$ cat src/logic/uphy_consts.svh
// Contract
// - Decode speed select: HS, FS, LS, LS-FS-edges
// - Termination select 0 HS, 1 FS
// - Link presents a byte while valid high
// - Ready acknowledges byte taken, next accepted
// - Link may ignore ready when not valid
// - Active-low suspend input enters low power
// - Suspend: host drops pull-up; device keeps pull-down
// - Clocks stop while suspended
// - Valid rise starts SYNC
// - Valid fall starts end-of-packet
// - Link holds mode/select inputs at valid edges
// - Reset returns all state machines to idle
// - Link waits five edges after reset
// - Reset asserts anytime, releases synchronously; the link also raises it only on a clock edge, and the PHY acts on it at one
// - All interface signals synchronous to output clock
`ifndef UPHY_CONSTS_SVH
`define UPHY_CONSTS_SVH
`define UPHY_XS_HS 2'h0
`define UPHY_XS_FS 2'h1
`define UPHY_XS_LS 2'h2
`define UPHY_XS_LSFS 2'h3
`define UPHY_TERM_HS 1'h0
`define UPHY_TERM_FS 1'h1
`define UPHY_RST_WAIT 3'h5
`define UPHY_SYNC_LEN 3'h4
`define UPHY_EOP_LEN 3'h3
`define UPHY_CLK_HZ 25000000
`define UPHY_PHY_CLK_HZ 60000000
`endif

$ cat src/logic/uphy_pkg.sv
package uphy_pkg;
   typedef enum logic [1:0] {
      UPHY_SPD_HS = 2'h0,
      UPHY_SPD_FS = 2'h1,
      UPHY_SPD_LS = 2'h2,
      UPHY_SPD_LSFS = 2'h3
   } uphy_speed_t;
   typedef enum logic [1:0] {
      UPHY_TX_IDLE = 2'h0,
      UPHY_TX_SYNC = 2'h1,
      UPHY_TX_DATA = 2'h2,
      UPHY_TX_EOP = 2'h3
   } uphy_tx_state_t;
endpackage

$ cat src/logic/uphy_if.sv
`timescale 1ns/100ps
`default_nettype none
interface uphy_if;
   logic [1:0] transceiver_speed_select;
   logic termination_select;
   logic suspend_active_low;
   logic [1:0] operational_mode_select;
   logic tx_valid;
   logic tx_ready;
   logic [7:0] tx_data;
   logic phy_reset;
   logic phy_clock_run;
   modport phy (
      input transceiver_speed_select, termination_select, suspend_active_low,
      input operational_mode_select, tx_valid, tx_data, phy_reset,
      output tx_ready, phy_clock_run
   );
   modport link (
      output transceiver_speed_select, termination_select, suspend_active_low,
      output operational_mode_select, tx_valid, tx_data, phy_reset,
      input tx_ready, phy_clock_run
   );
endinterface
`default_nettype wire

$ cat src/logic/uphy_phy.sv
`timescale 1ns/100ps
`default_nettype none
`include "uphy_consts.svh"
module uphy_phy
   import uphy_pkg::*;
#(
   parameter int DATA_W = 8
) (
   // Clock and local reset
   input wire logic clk,
   input wire logic rst,
   // Link side
   uphy_if.phy lnk,
   // Line-side controls
   input wire logic host_mode,
   output logic hs_termination_on,
   output logic fs_termination_on,
   output logic line_pullup_resistor,
   output logic line_pulldown_resistor,
   output logic [1:0] line_speed,
   output logic fs_edge_rate,
   output logic low_power,
   // Serialiser side
   output logic line_sync,
   output logic line_eop,
   output logic line_valid,
   output logic [DATA_W-1:0] line_data,
   input wire logic line_ready
);
   // Sequencer state and its cycle counter
   uphy_tx_state_t state;
   logic [2:0] cnt;
   logic ending;
   logic srst;
   logic susp;
   // Two-entry buffer so a stalled serialiser loses no byte
   logic [DATA_W-1:0] buf_mem [0:1];
   logic [1:0] buf_cnt;
   logic [1:0] next_cnt;
   logic wp, rp;
   logic take, load;

   // Either reset source clears every state machine
   assign srst = rst | lnk.phy_reset;
   assign susp = ~lnk.suspend_active_low;
   // Head moves to the output flop whenever that flop is free or being emptied;
   // a word written at this edge is not readable until the next one
   assign load = (buf_cnt != 2'h0) && (!line_valid || line_ready);
   assign take = lnk.tx_valid & lnk.tx_ready;

   // Speed and termination decode, registered to the clock
   always_ff @(posedge clk) begin
      if (srst) begin
         // Full speed is the safe setting until the link chooses
         line_speed <= `UPHY_XS_FS;
         fs_edge_rate <= 1'b1;
         hs_termination_on <= 1'b0;
         fs_termination_on <= 1'b1;
      end else begin
         unique case (lnk.transceiver_speed_select)
            `UPHY_XS_HS: begin
               line_speed <= UPHY_SPD_HS;
               fs_edge_rate <= 1'b0;
            end
            `UPHY_XS_FS: begin
               line_speed <= UPHY_SPD_FS;
               fs_edge_rate <= 1'b1;
            end
            `UPHY_XS_LS: begin
               line_speed <= UPHY_SPD_LS;
               fs_edge_rate <= 1'b0;
            end
            `UPHY_XS_LSFS: begin
               line_speed <= UPHY_SPD_LS; // LS data at FS edges
               fs_edge_rate <= 1'b1;
            end
         endcase
         hs_termination_on <= (lnk.termination_select == `UPHY_TERM_HS);
         fs_termination_on <= (lnk.termination_select == `UPHY_TERM_FS);
      end
   end

   // Suspend: low power, clock gated off, pull-up/pull-down policy
   // A packet in flight is not cut by suspend; only ready drops
   always_ff @(posedge clk) begin
      if (srst) begin
         low_power <= 1'b0;
         lnk.phy_clock_run <= 1'b1;
         line_pullup_resistor <= 1'b0;
         line_pulldown_resistor <= 1'b0;
      end else begin
         low_power <= susp;
         lnk.phy_clock_run <= ~susp;
         // Host drops its pull-up in suspend; a device's pull-down follows termination
         line_pullup_resistor <= host_mode & ~susp & lnk.termination_select;
         line_pulldown_resistor <= ~host_mode & lnk.termination_select;
      end
   end

   // Transmit sequencer: SYNC when valid rises, EOP once valid falls and the buffer drains
   always_ff @(posedge clk) begin
      if (srst) begin
         state <= UPHY_TX_IDLE;
         cnt <= 3'h0;
         ending <= 1'b0;
      end else begin
         unique case (state)
            UPHY_TX_IDLE: begin
               // Start on the level: valid is only high here after it rose, and a
               // packet raised during the previous EOP is still started
               if (lnk.tx_valid && !susp) begin
                  state <= UPHY_TX_SYNC;
                  cnt <= `UPHY_SYNC_LEN;
               end
            end
            UPHY_TX_SYNC: begin
               if (cnt == 3'h1) begin
                  state <= UPHY_TX_DATA;
               end
               cnt <= cnt - 3'h1;
            end
            UPHY_TX_DATA: begin
               // Once valid falls the packet is closed, even if valid returns early
               if (!lnk.tx_valid) begin
                  ending <= 1'b1;
               end
               // EOP only after the last byte has left the output flop
               if ((ending || !lnk.tx_valid) && buf_cnt == 2'h0 && !line_valid) begin
                  state <= UPHY_TX_EOP;
                  cnt <= `UPHY_EOP_LEN;
                  ending <= 1'b0;
               end
            end
            UPHY_TX_EOP: begin
               if (cnt == 3'h1) begin
                  state <= UPHY_TX_IDLE;
               end
               cnt <= cnt - 3'h1;
            end
         endcase
      end
   end

   // Line markers straight from flops
   always_ff @(posedge clk) begin
      if (srst) begin
         line_sync <= 1'b0;
         line_eop <= 1'b0;
      end else begin
         line_sync <= (state == UPHY_TX_SYNC);
         line_eop <= (state == UPHY_TX_EOP);
      end
   end

   // Fill level after this edge: one word in from the link, one out to the output flop
   always_comb begin
      next_cnt = buf_cnt;
      if (take && !load) begin
         next_cnt = buf_cnt + 2'h1;
      end else if (!take && load) begin
         next_cnt = buf_cnt - 2'h1;
      end
   end

   // Ready is a flop, so it looks at the fill level after this edge; a full
   // buffer, a closing packet or suspend holds it low
   always_ff @(posedge clk) begin
      if (srst) begin
         lnk.tx_ready <= 1'b0;
      end else begin
         lnk.tx_ready <= ((state == UPHY_TX_DATA && !ending)
                          || (state == UPHY_TX_SYNC && cnt == 3'h1))
                         && lnk.tx_valid && !susp && (next_cnt != 2'h2);
      end
   end

   // Buffer write and read pointers
   // Memory is not reset; only words counted in buf_cnt are ever read
   always_ff @(posedge clk) begin
      if (srst) begin
         buf_cnt <= 2'h0;
         wp <= 1'b0;
         rp <= 1'b0;
      end else begin
         buf_cnt <= next_cnt;
         if (take) begin
            buf_mem[wp] <= lnk.tx_data;
            wp <= ~wp;
         end
         if (load) begin
            rp <= ~rp;
         end
      end
   end

   // Output stage presents the head of the buffer from a flop
   always_ff @(posedge clk) begin
      if (srst) begin
         line_valid <= 1'b0;
         line_data <= '0;
      end else if (load) begin
         line_valid <= 1'b1;
         line_data <= buf_mem[rp];
      end else if (line_ready) begin
         line_valid <= 1'b0; // Word left and nothing waits behind it
      end
   end
endmodule
`default_nettype wire

$ cat src/flat_wrapper.sv
// flat-port wrapper written by rule: the top's interface ports become plain ports
module uphy_phy_flat import uphy_pkg::*;
#(
   parameter int DATA_W = 8
)
  (clk, rst, host_mode, hs_termination_on, fs_termination_on, line_pullup_resistor, line_pulldown_resistor, line_speed, fs_edge_rate, low_power, line_sync, line_eop, line_valid, line_data, line_ready, lnk_transceiver_speed_select, lnk_termination_select, lnk_suspend_active_low, lnk_operational_mode_select, lnk_tx_valid, lnk_tx_data, lnk_phy_reset, lnk_tx_ready, lnk_phy_clock_run);
  uphy_if lnk_i ();
  input wire logic clk;
  input wire logic rst;
  input wire logic host_mode;
  output logic hs_termination_on;
  output logic fs_termination_on;
  output logic line_pullup_resistor;
  output logic line_pulldown_resistor;
  output logic [1:0] line_speed;
  output logic fs_edge_rate;
  output logic low_power;
  output logic line_sync;
  output logic line_eop;
  output logic line_valid;
  output logic [DATA_W-1:0] line_data;
  input wire logic line_ready;
  input wire logic [$bits(lnk_i.transceiver_speed_select)-1:0] lnk_transceiver_speed_select;
  input wire logic [$bits(lnk_i.termination_select)-1:0] lnk_termination_select;
  input wire logic [$bits(lnk_i.suspend_active_low)-1:0] lnk_suspend_active_low;
  input wire logic [$bits(lnk_i.operational_mode_select)-1:0] lnk_operational_mode_select;
  input wire logic [$bits(lnk_i.tx_valid)-1:0] lnk_tx_valid;
  input wire logic [$bits(lnk_i.tx_data)-1:0] lnk_tx_data;
  input wire logic [$bits(lnk_i.phy_reset)-1:0] lnk_phy_reset;
  output wire logic [$bits(lnk_i.tx_ready)-1:0] lnk_tx_ready;
  output wire logic [$bits(lnk_i.phy_clock_run)-1:0] lnk_phy_clock_run;
  assign lnk_i.transceiver_speed_select = lnk_transceiver_speed_select;
  assign lnk_i.termination_select = lnk_termination_select;
  assign lnk_i.suspend_active_low = lnk_suspend_active_low;
  assign lnk_i.operational_mode_select = lnk_operational_mode_select;
  assign lnk_i.tx_valid = lnk_tx_valid;
  assign lnk_i.tx_data = lnk_tx_data;
  assign lnk_i.phy_reset = lnk_phy_reset;
  assign lnk_tx_ready = lnk_i.tx_ready;
  assign lnk_phy_clock_run = lnk_i.phy_clock_run;
  uphy_phy #(.DATA_W(DATA_W)) u_core (.clk(clk), .rst(rst), .lnk(lnk_i), .host_mode(host_mode), .hs_termination_on(hs_termination_on), .fs_termination_on(fs_termination_on), .line_pullup_resistor(line_pullup_resistor), .line_pulldown_resistor(line_pulldown_resistor), .line_speed(line_speed), .fs_edge_rate(fs_edge_rate), .low_power(low_power), .line_sync(line_sync), .line_eop(line_eop), .line_valid(line_valid), .line_data(line_data), .line_ready(line_ready));
endmodule
$ cat config.mk
export PLATFORM = sky130hd
export DESIGN_NAME = uphy_phy_flat
export DESIGN_NICKNAME = d
export VERILOG_FILES = /design/src/logic/uphy_pkg.sv /design/src/logic/uphy_if.sv /design/src/logic/uphy_phy.sv /design/src/flat_wrapper.sv
export VERILOG_INCLUDE_DIRS = /design/src /design/src/logic
export SDC_FILE = /design/constraint.sdc
export NUM_CORES = 1
export LEC_CHECK = 0
export BUFFER_PORTS_ARGS = -buffer_cell sky130_fd_sc_hd__buf_2
export CAP_MARGIN = 10
export CORE_MARGIN = 3
export CORE_UTILIZATION = 40
export DETAILED_ROUTE_END_ITERATION = 10
export GPL_ROUTABILITY_DRIVEN = 0
export SYNTH_ARGS = -nofsm -noshare
export SYNTH_HDL_FRONTEND = slang
export SYNTH_SLANG_ARGS = --single-unit
export TNS_END_PERCENT = 10
$ cat constraint.sdc
create_clock -name clk -period 1.7 [get_ports clk]
set_input_delay 0.34 -clock clk [delete_from_list [all_inputs] [get_ports clk]]
set_output_delay 0.34 -clock clk [all_outputs]
set_load 0.05 [all_outputs]
**Yosys cells after proc, flatten, opt, wreduce, memory -nomap -nowiden**

Memory sizes are Yosys's and may differ from the RTL's. A register that Yosys moved wholly into a read port is not among the register bits.
Index checks and enable logic that the tools add are counted.

- Bits in writable memories: 16
- Logic and storage cells: 95
- Register bits after elaboration: 23
- ROM bits: 0
- Output and inout bits: 21
- Memories: 1
- Latch bits: 0
- Bits of input ports: 20

Memories:

| memory | words | width | read ports | clocked after Yosys merged registers in | write ports | line | RTL |
|---|---|---|---|---|---|---|---|
| u_core.buf_mem | 2 | 8 | 1 | 1 | 1 | uphy_phy.sv:37 | `logic [DATA_W-1:0] buf_mem [0:1];` |

- Multiply operators: 0
- Add/subtract/negate cells: 3
- Muxes and demuxes: 19
- Div/mod/pow operators: 0
- Bitwise operators: 10
- $lt $le $gt $ge: 0
- Shifts and indexed selects: 0
- Eq/ne operators: 13
- Reduce and logical (&&, ||, !) cells: 31

Operators by type and width:

| cell | count |
|---|---|
| $mux W2 | 6 |
| $logic_and A1 B1 Y1 | 11 |
| $ne A2 B1 Y1 const B | 5 |
| $pmux W3 S3 | 1 |
| $eq A2 B2 Y1 const B | 4 |
| $pmux W2 S4 | 1 |
| $reduce_or A2 Y1 | 4 |
| $mux W1 | 7 |
| $logic_not A2 Y1 | 3 |
| $mux W3 | 2 |
| $pmux W2 S3 | 1 |
| $logic_not A1 Y1 | 5 |
| $not A1 Y1 | 5 |
| $and A1 B1 Y1 | 4 |
| $eq A2 B1 Y1 const B | 2 |
| $reduce_and A2 Y1 | 2 |
| $reduce_and A4 Y1 | 1 |
| $reduce_bool A2 Y1 | 2 |
| $eq A3 B1 Y1 const B | 1 |
| $logic_or A1 B1 Y1 | 3 |
| $sub A3 B1 Y3 const B | 1 |
| $add A2 B1 Y2 const B | 1 |
| $ne A2 B2 Y1 const B | 1 |
| $pmux W1 S2 | 1 |
| other kinds (2) | 2 |

**Longest topological paths before layout**

- Depth in word-level cells: 8
- Depth in mapped cells: 6
- Depth with buffers taken out: 6

**Worst setup path after synthesis**

Ideal clock, no wire load.

- Path kind: register to register
- From: reg u_core.lnk.tx_ready
- To: reg u_core.buf_cnt[1]
- Data required time: 1585 ps
- Clock period less this slack: 1722 ps
- Setup time: 115 ps
- Slack: -22 ps
- Stages on the path, launching flop included: 6
- Data arrival time: 1607 ps
- Path buffers: 1
- Path through: dfxtp_1 > and2_0 > buf_2 > or3_1 > a311o_1 > and2_1

- Longest elaborated chain between the ends: 5
- Elaborated cells between the ends (all ways): 6
- Those cells by class: 2 x mux; 1 x bitwise; 3 x reduce/logical

Ends and longest elaborated chain:

| element | line | RTL |
|---|---|---|
| start, declared | uphy_if.sv:16 | `output tx_ready, phy_clock_run` |
| start signal, assigned | uphy_phy.sv:171 | `lnk.tx_ready <= ((state == UPHY_TX_DATA && !ending)` |
| $and A1 B1 Y1 * | uphy_phy.sv:49 | `assign take = lnk.tx_valid & lnk.tx_ready;` |
| $logic_not A1 Y1 | uphy_phy.sv:160 | `end else if (!take && load) begin` |
| $logic_and A1 B1 Y1 | uphy_phy.sv:160 |  |
| $mux W2 | uphy_phy.sv:160 |  |
| $mux W2 * | uphy_phy.sv:158 | `if (take && !load) begin` |
| end signal, assigned | uphy_phy.sv:185 | `buf_cnt <= next_cnt;` |
| end, declared | uphy_phy.sv:38 | `logic [1:0] buf_cnt;` |

Mark *: on every way between the ends. The rest lies on a longest branch, timed or not.
A chain may end at the register's enable or synchronous reset.

**Worst setup path after layout**

- From: reg u_core.buf_cnt[1]
- To: reg u_core.cnt[0]

- Longest elaborated chain between the ends: 5

Ends and longest elaborated chain:

| element | line | RTL |
|---|---|---|
| $logic_not A2 Y1 | uphy_phy.sv:128 | `if ((ending \|\| !lnk.tx_valid) && buf_cnt == 2'h0 && !line_valid) begin` |
| $logic_and A1 B1 Y1 (2 in series) | uphy_phy.sv:128 |  |
| $ne A2 B1 Y1 (no source line) | n/a |  |
| $reduce_and A2 Y1 (no source line) | n/a |  |
| end signal, assigned | uphy_phy.sv:120 | `cnt <= cnt - 3'h1;` |
| end signal, assigned | uphy_phy.sv:130 | `` cnt <= `UPHY_EOP_LEN; `` |
| end signal, assigned | uphy_phy.sv:138 | `cnt <= cnt - 3'h1;` |
| end, declared | uphy_phy.sv:32 | `logic [2:0] cnt;` |

Every way passes these cells.

==> results.toml <==
[outcome]
status = "finished clean"

[cts]
cts_max_level = 2
clk_pin_slew_worst_paths_ns = 0.09
cts_root_buf = "clkbuf_8"
cts_inserted_buffers = 5
cts.hold.buffers_added = 0
clk_latency_ns = 0.29
cts_tree = "built"
clock-sinks = 47
cts_buffer_depth = 2

[pwr]
total_leakage_power_uw = 0.000897
power_density_nw_per_um2 = 856
ir_drop_mv = 0.592

[detailed_routing]
firstDrtPassIters = 4
wirelength_met1_mm = 1.42
wirelength_mm = 3.66
vias_per_cell = 5.07
ant_nets = 0
wl_met3_um = 172
wl_met2_mm = 2.02
top_layer = "met4"
drtIter0Drc = 63
remaining_drc_errors = 0
wl_per_cell_um = 13.8
vias = 1348

[layout]
syn_to_final_growth_pct = 23.8
final_cell_count_no_fill = 266
fill_cells = 387
fin_nets = 241
design_area_um2 = 2270
num_antenna_cells = 0
layout-drive-gt1-share = 0.327
finish.utilization = 0.519

[floorplan]
die_height_um = 73.8
rows = 24
io_pins = 41
start_util = 0.419
dieArea_um2 = 5440
core_area_um2 = 4380
die_x_um = 73.8

[run]
cap_violations = 0

[critical_path]
crit_top_cell = "inv_1"
worstSetupEndpointType = "flip-flop"
critPathKind = "reg2reg"
critical_path_required_ns = 1.94
crit_path_max_incr_delay_ns = 0.35
worstPathArrival_ns = 1.87
path_buf_inv = 3
crit_fanout = 6
slowest_stage = "o31a_1"
start_kind = "flip-flop"
crit_chain = "inv_1 -> ha_4 -> inv_1 -> o31a_1 -> buf_4 -> o31ai_2 -> o311a_1"
crit_family = "compound AO/OA/AOI/OAI gates"

[global_routing]
gr-total-overflow = 0
antenna_found_initial = 0
grt_pass1_wl_mm = 5.91
grt_start_max_net_pins = 18
track_usage = 0.145
grt_pass1_vias = 1314

[timing]
whs_ns = 0.224
worst_pin_slew_ns = 0.486
setup-violations-final = 0
relSlewSlack = 0.676
final.setup.tns_ns = 0
min_period_over_period = 0.957
fin_crit_ns = 1.63
skew_ns = 0.00655
timing_max_transition_violations_final = 0
fmaxAchievable_mhz = 615
finalHoldViolations = 0

[hold_path]
hp-class = "in2reg"

[synth]
synth_cell_types = 38
synth_top_area_cell = "dfxtp_1"
syn-num-nets = 189
synth_top_cell_area_share = 0.338
postSynthCellCount = 161
syn-cell-area_um2 = 1840
synth_seq_cells = 47
yosys_warnings = 0
synth_area_per_cell_um2 = 11.4
seq_area_frac_synth = 0.599
synth_area_leaders = "dfxtp_1, edfxtp_1, ha_1, mux2i_1, nor2_1"

[place]
port-buffer-count = 38
dp.cells = 256
dpl.hpwl_mm = 2.72
placed_cell_area_um2 = 2150
-- path summary, 6_finish.rpt --
kind                                   startpoint                       endpoint  slack [ns]  cells past startpoint
worst min register to register      u_core.cnt[1]                  u_core.cnt[1]        0.49                      2
worst max register to register  u_core.buf_cnt[1]                  u_core.cnt[0]        0.07                      7
worst max-delay path            u_core.buf_cnt[1]                  u_core.cnt[0]        0.07                      7
worst min-delay path                    host_mode  u_core.line_pulldown_resistor        0.22                      2
-- cell usage after synthesis --
cell type	count
and2_0	1
o21bai_1	1
buf_2	2
a2111o_1	1
inv_1	12
dfxtp_1	31
a211oi_1	8
mux2i_1	8
xnor3_1	1
nand2_1	4
edfxtp_1	16
o31ai_1	1
a211oi_2	1
o31a_1	1
or2_1	1
o311a_1	1
a311o_1	1
nor3_1	2
nor2b_1	3
xnor2_1	2
clkbuf_1	4
a31oi_1	1
o2bb2ai_1	1
ha_1	8
o21ai_0	5
or3_1	2
a21oi_1	5
nor4_1	1
a21boi_0	1
nor2_1	21
o211ai_1	1
and2_1	4
nor2_2	1
nand3_1	2
nand4_1	1
nand2b_1	2
or2_2	2
o221a_2	1
-- report_power, final --
part / internal [µW] / switching [µW] / total, µW
Sequential: 1170 / 4.23 / 1170
Combinational: 48.0 / 83.5 / 132
Clock: 287 / 353 / 640
-- stage by stage --
stage          power [µW]  setup WS (ns)
2_1_floorplan        1280         0.0355
3_3_place_gp         1320         0.0342
3_5_place_dp         1330        -0.0557
4_1_cts              1970         0.0177
5_1_grt              2030        -0.0118
6_report             1950         0.0733
-- registers in the layout, indices dropped and copies added (netlist names), 2 cells and up --
name               cells
u_core.buf_cnt         2
u_core.buf_mem        16
u_core.cnt             3
u_core.line_data       8
u_core.line_speed      2
u_core.state           2
-- logic make-up after synthesis --
| group | synth area share |
|---|---|
| AND/OR/NAND/NOR | 0.123 |
| flip-flops | 0.599 |
| AO/OA/AOI/OAI | 0.119 |
| buffers and inverters | 0.0381 |
| multiplexers | 0.0436 |
| adder cells (fa/ha/maj) | 0.0545 |
| XOR/XNOR | 0.0218 |
-- layer usage --
| metal | up-vias | track usage |
|---|---|---|
| li1 | 666 | - |
| met1 | 642 | 0.158 |
| met2 | 33 | 0.256 |
| met3 | 7 | 0.0561 |
| met4 | 0 | 0.0443 |
| met5 | - | 0 |
-- cell usage in the layout (no fill, tap or decap), types with 2 or more instances in the layout --
master    count
nand2b_1      2
nor2b_1       3
a21oi_1       5
inv_1        10
and2_1        4
ha_1          7
clkbuf_8      5
buf_2        38
nand2_1       4
a211oi_1      8
buf_4        13
nand3_1       2
or3_1         2
edfxtp_1     16
dfxtp_1      29
mux2i_1       8
o21ai_0       5
nor2_1       21
or2_2         2
xnor2_1       2
nor3_1        2
inv_2         2
dfxtp_2       2
-- what timing repair did --
item	in CTS	in global routing
buffers inserted	2	0
pin swaps	1	3
endpoints found under the setup margin	3	5
gates resized for setup	1	6
-- final cells by class --
type	instances	area, µm²	share of cell area
Clock buffer	6	72.6	0.0319
Clock inverter	2	12.5	0.00550
Inverter	12	45.0	0.0198
Multi-Input combinational cell	96	687	0.302
Sequential cell	47	1100	0.485
Tap cell	52	65.1	0.0286
Timing Repair Buffer	51	288	0.127
Power figures use the tool's default switching activity.
